## src/lnevr_pkg.sv

```systemverilog
package lnevr_pkg;

  localparam int unsigned SFR_AW = 8;
  localparam int unsigned SFR_DW = 8;

  localparam logic [7:0] ADDR_RX_SOURCE_SELECT = 8'hDA;
  localparam logic [7:0] ADDR_LIN_EVENT_INTERRUPT_ENABLES = 8'hD9;
  localparam logic [7:0] ADDR_LIN_EVENT_FLAGS = 8'hD8;

  localparam int unsigned BIT_SYNC_FOUND = 0;
  localparam int unsigned BIT_SYNC_TIMEOUT = 1;
  localparam int unsigned BIT_BREAK_DONE = 2;
  localparam int unsigned BIT_BREAK_REQUIRED = 3;
  localparam int unsigned RX_SEL_LSB = 0;
  localparam int unsigned RX_SEL_W = 2;

  localparam logic [7:0] RESET_BYTE = 8'h00;
  localparam logic [1:0] RX_SEL_RESET = 2'h0;

  typedef enum logic [1:0] {
    RX_CROSSBAR = 2'h0,
    RX_LOGIC_UNIT_ZERO = 2'h1,
    RX_LOGIC_UNIT_ONE = 2'h2,
    RX_LOGIC_UNIT_TWO = 2'h3
  } lnevr_rx_sel_t;

  typedef enum logic [1:0] {
    BRK_WAIT = 2'h0,
    BRK_SEEN = 2'h1
  } lnevr_brk_state_t;

  // One bit per LIN event, same order as the flag register
  typedef struct packed {
    logic break_done;
    logic sync_timeout;
    logic sync_found;
  } lnevr_events_t;

  typedef struct packed {
    logic [SFR_AW-1:0] addr;
    logic wr;
    logic rd;
    logic [SFR_DW-1:0] wdata;
  } lnevr_sfr_req_t;

endpackage

```

## src/lnevr_sync2.sv

```systemverilog
`timescale 1ns/1ns
module lnevr_sync2 #(
  parameter logic RESET_LEVEL = 1'b1
) (
  input wire logic clk_sys_i, // System clock
  input wire logic rstn_i, // Synchronous reset, active low
  input wire logic async_i, // Level from outside the clock domain
  output logic sync_o // Synchronised level
);
  logic stage1;

  always_ff @(posedge clk_sys_i) begin
    if (!rstn_i) begin
      stage1 <= RESET_LEVEL;
      sync_o <= RESET_LEVEL;
    end else begin
      stage1 <= async_i;
      sync_o <= stage1;
    end
  end
endmodule

```

## src/lnevr_top.sv

```systemverilog
`timescale 1ns/1ns
// Overview of operation
// - Break-required: sync only after break and delimiter.
// - Break-done enable, bit 2, gates its interrupt.
// - Sync-timeout enable, bit 1, gates its interrupt.
// - Sync-found enable, bit 0, gates its interrupt.
// - Two-bit receive source: crossbar or logic units.
// - Sync-found flag set by hardware, cleared writing 0.
// - Timeout flag set; baud value left unchanged.
module lnevr_top #(
  parameter int unsigned BAUD_W = 16
) (
  input wire logic clk_sys_i, // System clock, 125 MHz
  input wire logic rstn_i, // Synchronous reset, active low
  input wire logic [7:0] sfr_addr_i, // Register address
  input wire logic sfr_wr_i, // Register write strobe
  input wire logic sfr_rd_i, // Register read strobe
  input wire logic [7:0] sfr_wdata_i, // Register write data
  output logic [7:0] sfr_rdata_o, // Register read data
  input wire logic break_done_evt_i, // Break and delimiter seen, pulse
  input wire logic sync_timeout_evt_i, // Sync measurement overflow, pulse
  input wire logic sync_found_evt_i, // Sync word measured, pulse
  input wire logic [BAUD_W-1:0] baud_measured_i, // Measured baud value
  output logic [BAUD_W-1:0] baud_value_o, // Baud generator reload value
  output logic baud_load_o, // Baud value updated, pulse
  output logic break_required_o, // Break-required option level
  output logic lin_irq_o, // LIN part of UART interrupt request
  input wire logic rx_pin_i, // Crossbar receive pin, asynchronous
  input wire logic logic_unit_zero_out_i, // Logic unit zero output
  input wire logic logic_unit_one_out_i, // Logic unit one output
  input wire logic logic_unit_two_out_i, // Logic unit two output
  output logic rx_o // Selected receive input to the UART
);
  // Refused at elaboration, not merely reported at run time
  if (BAUD_W < 1 || BAUD_W > 32) begin : g_baud_w_check
    $error("BAUD_W out of range");
  end

  lnevr_pkg::lnevr_sfr_req_t req;
  lnevr_pkg::lnevr_events_t evt;
  lnevr_pkg::lnevr_events_t flags;
  lnevr_pkg::lnevr_events_t irq_en;
  lnevr_pkg::lnevr_events_t next_flags;
  lnevr_pkg::lnevr_brk_state_t brk_state;
  lnevr_pkg::lnevr_rx_sel_t rx_source_sel;
  logic break_required;
  logic sync_accept;
  logic rx_pin_sync;
  logic next_rx;

  assign req = '{addr: sfr_addr_i, wr: sfr_wr_i, rd: sfr_rd_i, wdata: sfr_wdata_i};

  lnevr_sync2 #(
    .RESET_LEVEL(1'b1)
  ) u_rx_sync (
    .clk_sys_i(clk_sys_i),
    .rstn_i(rstn_i),
    .async_i(rx_pin_i),
    .sync_o(rx_pin_sync)
  );

  // A sync word counts only once a break has been seen when required
  assign sync_accept = sync_found_evt_i && !sync_timeout_evt_i &&
                       (!break_required || brk_state == lnevr_pkg::BRK_SEEN);

  assign evt.break_done = break_done_evt_i;
  assign evt.sync_timeout = sync_timeout_evt_i;
  assign evt.sync_found = sync_accept;

  // Break tracking; a timeout or a sync ends the frame attempt
  always_ff @(posedge clk_sys_i) begin
    if (!rstn_i) begin
      brk_state <= lnevr_pkg::BRK_WAIT;
    end else begin
      unique case (brk_state)
        lnevr_pkg::BRK_WAIT: begin
          if (break_done_evt_i) begin
            brk_state <= lnevr_pkg::BRK_SEEN;
          end
        end
        lnevr_pkg::BRK_SEEN: begin
          if ((sync_found_evt_i || sync_timeout_evt_i) && !break_done_evt_i) begin
            brk_state <= lnevr_pkg::BRK_WAIT;
          end
        end
        default: begin
          brk_state <= lnevr_pkg::BRK_WAIT;
        end
      endcase
    end
  end

  // Writing 0 clears a flag; a same-cycle event wins over the clear
  always_comb begin
    next_flags = flags;
    if (req.wr && req.addr == lnevr_pkg::ADDR_LIN_EVENT_FLAGS) begin
      next_flags.break_done = flags.break_done &
                              req.wdata[lnevr_pkg::BIT_BREAK_DONE];
      next_flags.sync_timeout = flags.sync_timeout &
                                req.wdata[lnevr_pkg::BIT_SYNC_TIMEOUT];
      next_flags.sync_found = flags.sync_found &
                              req.wdata[lnevr_pkg::BIT_SYNC_FOUND];
    end
    next_flags = next_flags | evt;
  end

  always_ff @(posedge clk_sys_i) begin
    if (!rstn_i) begin
      flags <= '0;
    end else begin
      flags <= next_flags;
    end
  end

  always_ff @(posedge clk_sys_i) begin
    if (!rstn_i) begin
      irq_en <= '0;
      break_required <= 1'b0;
    end else if (req.wr && req.addr == lnevr_pkg::ADDR_LIN_EVENT_INTERRUPT_ENABLES) begin
      irq_en.break_done <= req.wdata[lnevr_pkg::BIT_BREAK_DONE];
      irq_en.sync_timeout <= req.wdata[lnevr_pkg::BIT_SYNC_TIMEOUT];
      irq_en.sync_found <= req.wdata[lnevr_pkg::BIT_SYNC_FOUND];
      break_required <= req.wdata[lnevr_pkg::BIT_BREAK_REQUIRED];
    end
  end

  always_ff @(posedge clk_sys_i) begin
    if (!rstn_i) begin
      rx_source_sel <= lnevr_pkg::lnevr_rx_sel_t'(lnevr_pkg::RX_SEL_RESET);
    end else if (req.wr && req.addr == lnevr_pkg::ADDR_RX_SOURCE_SELECT) begin
      rx_source_sel <= lnevr_pkg::lnevr_rx_sel_t'(
        req.wdata[lnevr_pkg::RX_SEL_LSB +: lnevr_pkg::RX_SEL_W]);
    end
  end

  // Overflowed measurement never reaches the baud generator
  always_ff @(posedge clk_sys_i) begin
    if (!rstn_i) begin
      baud_value_o <= '0;
      baud_load_o <= 1'b0;
    end else begin
      baud_load_o <= sync_accept;
      if (sync_accept) begin
        baud_value_o <= baud_measured_i;
      end
    end
  end

  // Level output: stays high until software clears the flags or their enables
  always_ff @(posedge clk_sys_i) begin
    if (!rstn_i) begin
      lin_irq_o <= 1'b0;
    end else begin
      lin_irq_o <= |(next_flags & irq_en);
    end
  end

  always_ff @(posedge clk_sys_i) begin
    if (!rstn_i) begin
      break_required_o <= 1'b0;
    end else begin
      break_required_o <= break_required;
    end
  end

  always_comb begin
    unique case (rx_source_sel)
      lnevr_pkg::RX_CROSSBAR: next_rx = rx_pin_sync;
      lnevr_pkg::RX_LOGIC_UNIT_ZERO: next_rx = logic_unit_zero_out_i;
      lnevr_pkg::RX_LOGIC_UNIT_ONE: next_rx = logic_unit_one_out_i;
      lnevr_pkg::RX_LOGIC_UNIT_TWO: next_rx = logic_unit_two_out_i;
    endcase
  end

  // Idle-high line so the UART sees no false start out of reset
  always_ff @(posedge clk_sys_i) begin
    if (!rstn_i) begin
      rx_o <= 1'b1;
    end else begin
      rx_o <= next_rx;
    end
  end

  always_ff @(posedge clk_sys_i) begin
    if (!rstn_i) begin
      sfr_rdata_o <= lnevr_pkg::RESET_BYTE;
    end else if (req.rd) begin
      sfr_rdata_o <= lnevr_pkg::RESET_BYTE;
      unique case (req.addr)
        lnevr_pkg::ADDR_RX_SOURCE_SELECT: begin
          sfr_rdata_o[lnevr_pkg::RX_SEL_LSB +: lnevr_pkg::RX_SEL_W] <= rx_source_sel;
        end
        lnevr_pkg::ADDR_LIN_EVENT_INTERRUPT_ENABLES: begin
          sfr_rdata_o[lnevr_pkg::BIT_BREAK_DONE:lnevr_pkg::BIT_SYNC_FOUND] <= irq_en;
          sfr_rdata_o[lnevr_pkg::BIT_BREAK_REQUIRED] <= break_required;
        end
        lnevr_pkg::ADDR_LIN_EVENT_FLAGS: begin
          sfr_rdata_o[lnevr_pkg::BIT_BREAK_DONE:lnevr_pkg::BIT_SYNC_FOUND] <= flags;
        end
        default: begin
          sfr_rdata_o <= lnevr_pkg::RESET_BYTE;
        end
      endcase
    end
  end
endmodule

```

## config.mk

```make
export PLATFORM = sky130hd
export DESIGN_NAME = lnevr_top
export DESIGN_NICKNAME = d
export VERILOG_FILES = /design/src/lnevr_pkg.sv /design/src/lnevr_sync2.sv /design/src/lnevr_top.sv
export SDC_FILE = /design/constraint.sdc
export NUM_CORES = 1
export LEC_CHECK = 0
export ABC_AREA = 1
export BUFFER_PORTS_ARGS = -buffer_cell sky130_fd_sc_hd__buf_4
export CORE_ASPECT_RATIO = 1.75
export CORE_MARGIN = 10
export CORE_UTILIZATION = 45
export CTS_CLUSTER_DIAMETER = 100
export DETAILED_ROUTE_END_ITERATION = 16
export MAX_ROUTING_LAYER = met4
export PLACE_DENSITY = 0.78
export SKIP_CTS_REPAIR_TIMING = 1
export SKIP_LAST_GASP = 1
export SLEW_MARGIN = 20
export SYNTH_ARGS = -nofsm -noshare
export SYNTH_HDL_FRONTEND = slang
export SYNTH_HIERARCHICAL = 1
export SYNTH_SLANG_ARGS = --single-unit
```

## constraint.sdc

```tcl
create_clock -name clk_sys_i -period 1.4 [get_ports clk_sys_i]
set_input_delay 0.28 -clock clk_sys_i [delete_from_list [all_inputs] [get_ports clk_sys_i]]
set_output_delay 0.28 -clock clk_sys_i [all_outputs]
set_load 0.03 [all_outputs]
```

==> results of run 1 <==
[flip-flops by register name (all words and copies together) (netlist names), 2 cells and up]
signal,flops
baud_value_o,16
sfr_rdata_o,4
flags,3
irq_en,3
rx_source_sel,2
[worst register-to-register path, cell delays in order, from the launching register on]
cell and delay [ns]:
dfxtp_1 0.38, inv_2 0.06, nor2_2 0.13, nor3_4 0.07
buf_4 0.16, o21ai_0 0.19, nor2_1 0.06
[area by class of cell]
class | count | share of cell area, %
repair buffers | 65 | 23.75
well taps | 43 | 2.619
clock buffers | 6 | 3.532
inverters | 25 | 4.568
flip-flops and latches | 36 | 35.08
clock inverters | 1 | 0.2436
multi-input cells | 130 | 30.21
[cell usage after synthesis, drive strengths merged]
cell / n / area (um^2)
buf: 9 / 67.56
inv: 25 / 93.84
nor3: 1 / 16.27
o21ai: 23 / 115.1
nor2: 37 / 163.9
clkbuf: 1 / 3.750
a31oi: 2 / 12.51
nand2: 25 / 96.35
a21oi: 11 / 55.05
nand3: 23 / 120.1
o211ai: 1 / 7.510
nand4: 3 / 18.77
conb: 1 / 3.750
dfxtp: 36 / 720.7
[where the power goes]
| part | internal, mW | switching [mW] |
|---|---|---|
| clock | 0.338 | 0.341 |
| sequential | 1.07 | 0.0219 |
| combinational | 0.150 | 0.206 |
[cell families after synthesis]
group                  synth area share [%]
and+or+nand+nor                       27.78
AOI/OAI and AO/OA                     12.72
DFF                                   48.20
buffers and inverters                 11.05
other                                0.2508
[worst min path at each step]
stage	cells after the start	slack [ns]	to	startpoint
2_1_floorplan	1	0.35	u_rx_sync/stage1	rstn_i
3_3_place_gp	2	0.38	u_rx_sync/sync_o	u_rx_sync/stage1
3_5_place_dp	2	0.39	u_rx_sync/sync_o	u_rx_sync/stage1
4_1_cts	3	0.16	u_rx_sync/stage1	rx_pin_i
5_1_grt	3	0.17	u_rx_sync/stage1	rx_pin_i
6_report	3	0.16	u_rx_sync/stage1	rx_pin_i
[layer usage]
layer / vias to the layer above / wire length (um) / GRT usage, %
li1: 753 / - / -
met1: 667 / 1393 / 12.27
met2: 45 / 2111 / 23.65
met3: 8 / 333 / 6.395
met4: 0 / 78 / 5.861
met5: - / 0 / -
[stage by stage]
step / hold slack (ns) / util [%] / setup slack [ns] / power, mW / area (um^2)
after floorplan: 0.3487 / - / 0.3123 / 1.313 / 1506
after global placement: 0.3813 / 62.25 / 0.09787 / 1.468 / 1977
after detailed placement: 0.3920 / 62.25 / 0.01921 / 1.474 / 1977
after CTS: 0.1564 / 64.70 / 0.2454 / 2.153 / 2054
after global routing: 0.1696 / 64.70 / 0.1166 / 2.224 / 2054
final: 0.1636 / 64.70 / 0.2588 / 2.128 / 2054
==> impl_metrics.yaml, run 1 <==
critical_path:
  endpoint_kind: "flip-flop"
  reg2reg_from: "break_required"
  path_buf_inv: 2
  crit_type: "reg -> reg"
  required_ns: 1.57
  cp-start-kind: "flip-flop"
  path_depth: 6
  critical-path-top-delay-family: "flip-flops"
  crit_path_cell_trace: "inv_2 -> nor2_2 -> nor3_4 -> buf_4 -> o21ai_0 -> nor2_1"
  cpMaxStageDelayCell: "dfxtp_1"
  max_stage_delay_ns: 0.38
  crit_path_max_fanout: 8
  critPathArrivalTime_ns: 1.32
  r2r-end: "baud_value_o[10]"
  cp-endpoint: "baud_value_o[10]"
  startpoint: "break_required"
  r2r.worst_path.cells: 6
  rrSetupSlack_ns: 0.26
drt:
  firstDrtPassIters: 4
  vias: 1473
  drtAntennaViolNets: 0
  totalWireLength_um: 3916
  wire_per_inst_um: 12.80
  drc: 0
  routed_via_density: 4.814
  drt-initial-drc-count: 40
placed_design:
  gp_congestion: 0.7635
  dp_hpwl_um: 3123
  placed_cells: 299
  io_buffers: 62
final_layout:
  multi_input_area_um2: 620.6
  finalNetCount: 306
  regArea_um2: 720.7
  fin_cells: 306
  area_growth_pct: 37.41
  fillers: 316
  final_layout_size_suffix_gt1_share_pct: 30.42
  final_common_cell: "buf_4"
  diodes: 0
  final_cell_mix: "buf_4 (65), dfxtp_1 (36), nor2_1 (33)"
sta:
  clock-skew-final_ns: 0.004538
  setup_viol: 0
  max_clock_freq_mhz: 876.2
  rsz0062_at_grt: "no"
  timing.final.crit_share_pct: 81.52
  setup_tns_ns: 0
  period_minus_slack_ns: 1.141
  finalHoldViolations: 0
  finalMaxSlewViolations: 0
synthesis:
  synth_cell_type_count: 22
  syn_area_per_cell_um2: 7.551
  postSynthCellCount: 198
  yosysWarnings: 6
  syn_area_mm2: 0.001495
  synth-seq-cells: 36
  ys_seq_area_share_pct: 48.20
clock_network:
  tritoncts: "built"
  h-tree-depth: 2
  cts_made_buffers: 5
  insertion_delay_ns: 0.28
  cts_sinks: 36
  root_buffer: "clkbuf_8"
  path_clk_slew_ns: 0.07
  cts_buffer_depth: 2
global_route:
  antenna_found_initial: 0
  grt_first_pass_wirelength_um: 6527
  grt_usage_pct: 13.49
  grt_max_degree: 34
  overflow: 0
  first_global_vias: 1504
floorplanning:
  die_y_um: 96.26
  placementRows: 27
  start_util_pct: 47.08
  core_mm2: 0.003176
  dieArea_mm2: 0.006119
  ioPinCount: 71
  dieWidth_um: 63.58
power:
  ir_drop_v: 0.0008721
  cellPowerDensity_mw_per_mm2: 1036
  power.leakage_nw: 1.037
min_path:
  min_path_type: "in -> reg"
run_status:
  status: "complete, no violations"
run:
  drv_cap: 0
Power figures use the tool's default switching activity.
==> inputs of run 2 (changes only) <==
==> constraint.sdc (replaced) <==
create_clock -name clk_sys_i -period 1.13 [get_ports clk_sys_i]
set_input_delay 0.226 -clock clk_sys_i [delete_from_list [all_inputs] [get_ports clk_sys_i]]
set_output_delay 0.226 -clock clk_sys_i [all_outputs]
set_load 0.03 [all_outputs]
==> run 2 against run 1 <==
Final cell count grew 2.6%. Sequential cell count is the same. Maximum frequency rose by 2.1%. Sequential share of layout area fell by 1.4 points. Critical path type unchanged. Critical endpoint is now baud_value_o[2]. Largest power group unchanged.
==> impl_metrics.yaml, run 2 (synthesized netlist as in run 1, its figures left out) <==
sta:
  rsz0062_at_grt: "yes"
  finalHoldViolations: 0
  finalMaxSlewViolations: 0
  setup_viol: 0
  timing.final.crit_share_pct: 98.92
  period_minus_slack_ns: 1.118
  worst_hold_slack_ns: 0.1137
  final.setup.worst_slack_ns: 0.01215
  clock-skew-final_ns: 0.003562
  max_clock_freq_mhz: 894.6
final_layout:
  finalNetCount: 313
  largest_reg_flops: 16
  final_common_cell: "buf_4"
  final_layout_size_suffix_gt1_share_pct: 33.58
  diodes: 0
  reg_top3: "baud_value_o (16), sfr_rdata_o (4)"
  final_cell_mix: "buf_4 (69), dfxtp_1 (34), nor2_1 (33)"
  top_register: "baud_value_o"
  area_growth_pct: 43.51
power:
  pwr-share-seq_pct: 49.5
  ir_drop_v: 0.001057
  p_sw_uw: 715.6
  power.leakage_nw: 1.081
  p_sw_share_pct: 26.09
  cellPowerDensity_mw_per_mm2: 1278
  p_comb_share_pct: 16.9
  clockPowerShare_pct: 33.5
  p_int_mw: 2.027
critical_path:
  crit_path_max_fanout: 8
  max_stage_delay_ns: 0.33
  cp_common_cell: "nor2_1"
  crit_path_cell_trace: "inv_2 -> nor2_4 -> nor3_4 -> buf_6 -> clkinv_4 -> nor2_1 -> nor2_1"
  startpoint: "break_required"
  cpMaxStageDelayCell: "dfxtp_2"
  cp-start-kind: "flip-flop"
  required_ns: 1.30
  crit_type: "reg -> reg"
  reg2reg_from: "break_required"
  endpoint_kind: "flip-flop"
  critPathArrivalTime_ns: 1.29
placed_design:
  pre_cts_ws_ns: -0.1411
  dp_hpwl_um: 3060
  gp_congestion: 0.7598
  io_buffers: 62
clock_network:
  path_clk_slew_ns: 0.07
  root_buffer: "clkbuf_8"
  tritoncts: "built"
  insertion_delay_ns: 0.28
  cts_made_buffers: 5
  cts_sinks: 36
  cts_buffer_depth: 2
  h-tree-depth: 2
min_path:
  min_path_type: "in -> reg"
  min_from: "rx_pin_i"
drt:
  vias: 1484
  wire_per_inst_um: 12.52
  drc: 0
  routed_via_density: 4.726
  drt-initial-drc-count: 34
  totalWireLength_um: 3932
  drtAntennaViolNets: 0
  firstDrtPassIters: 4
run_status:
  status: "complete, no violations"
floorplanning:
  start_util_pct: 47.08
  core_mm2: 0.003176
  placementRows: 27
  ioPinCount: 71
  die_y_um: 96.26
  dieWidth_um: 63.58
  dieArea_mm2: 0.006119
global_route:
  grt_max_degree: 34
  first_global_vias: 1474
  grt_usage_pct: 13.39
  antenna_found_initial: 0
  overflow: 0
  grt_first_pass_wirelength_um: 6368
run:
  drv_cap: 0
-- run 2: changes by cell type in the layout (fill, tap and decap cells not counted), sizes merged --
cell | before | now
buf | 65 | 71
clkbuf | 6 | 8
-- run 2: through the flow --
stage / TNS [ns] / utilization (%) / cell area [um^2] / power [mW] / instances
final: 0 / 67.57 / 2146 / 2.743 / 314
after global routing: -0.5907 / 67.57 / 2146 / 2.865 / 314
after CTS: -0.02079 / 65.56 / 2082 / 2.749 / 309
after detailed placement: -0.9094 / 62.73 / 1992 / 1.829 / 301
after global placement: -0.6648 / 62.73 / 1992 / 1.822 / 301
after floorplan: 0 / - / 1506 / 1.626 / 201
-- run 2: layer usage --
| layer | wire [um] | global-route usage, % |
|---|---|---|
| met4 | 87 | 7.326 |
| met5 | 0 | - |
| met2 | 2113 | 23.32 |
| met1 | 1440 | 12.11 |
| met3 | 290 | 5.698 |
-- run 2: layout make-up --
class	instances	area, um^2
clock buffers	8	90.09
fillers	288	1030
inverters	25	98.84
multi-input cells	130	633.1
flip-flops and latches	36	723.2
well taps	43	53.80
repair buffers	71	540.5
repair inverters	1	6.256
-- run 2: critical path: cells and delay by family (launching register included) --
kind,cells,cell delay [ns]
buf+inv,3,0.30
flops,1,0.33
simple gates,4,0.37
-- run 2: final timing paths --
kind / endpoint / slack, ns / depth (start not counted)
min reg2reg: u_rx_sync/sync_o / 0.40 / 2
max: baud_value_o[2] / 0.01 / 7
max reg2reg: baud_value_o[2] / 0.01 / 7
min: u_rx_sync/stage1 / 0.11 / 3
-- run 2: power by group through the flow --
| stage | clock [mW] | combinational, mW | sequential (mW) |
|---|---|---|---|
| after floorplan | 0 | 0.157 | 1.47 |
| after global placement | 0 | 0.440 | 1.38 |
| after detailed placement | 0 | 0.446 | 1.38 |
| after CTS | 0.946 | 0.448 | 1.36 |
| after global routing | 0.991 | 0.508 | 1.37 |
| final | 0.920 | 0.464 | 1.36 |
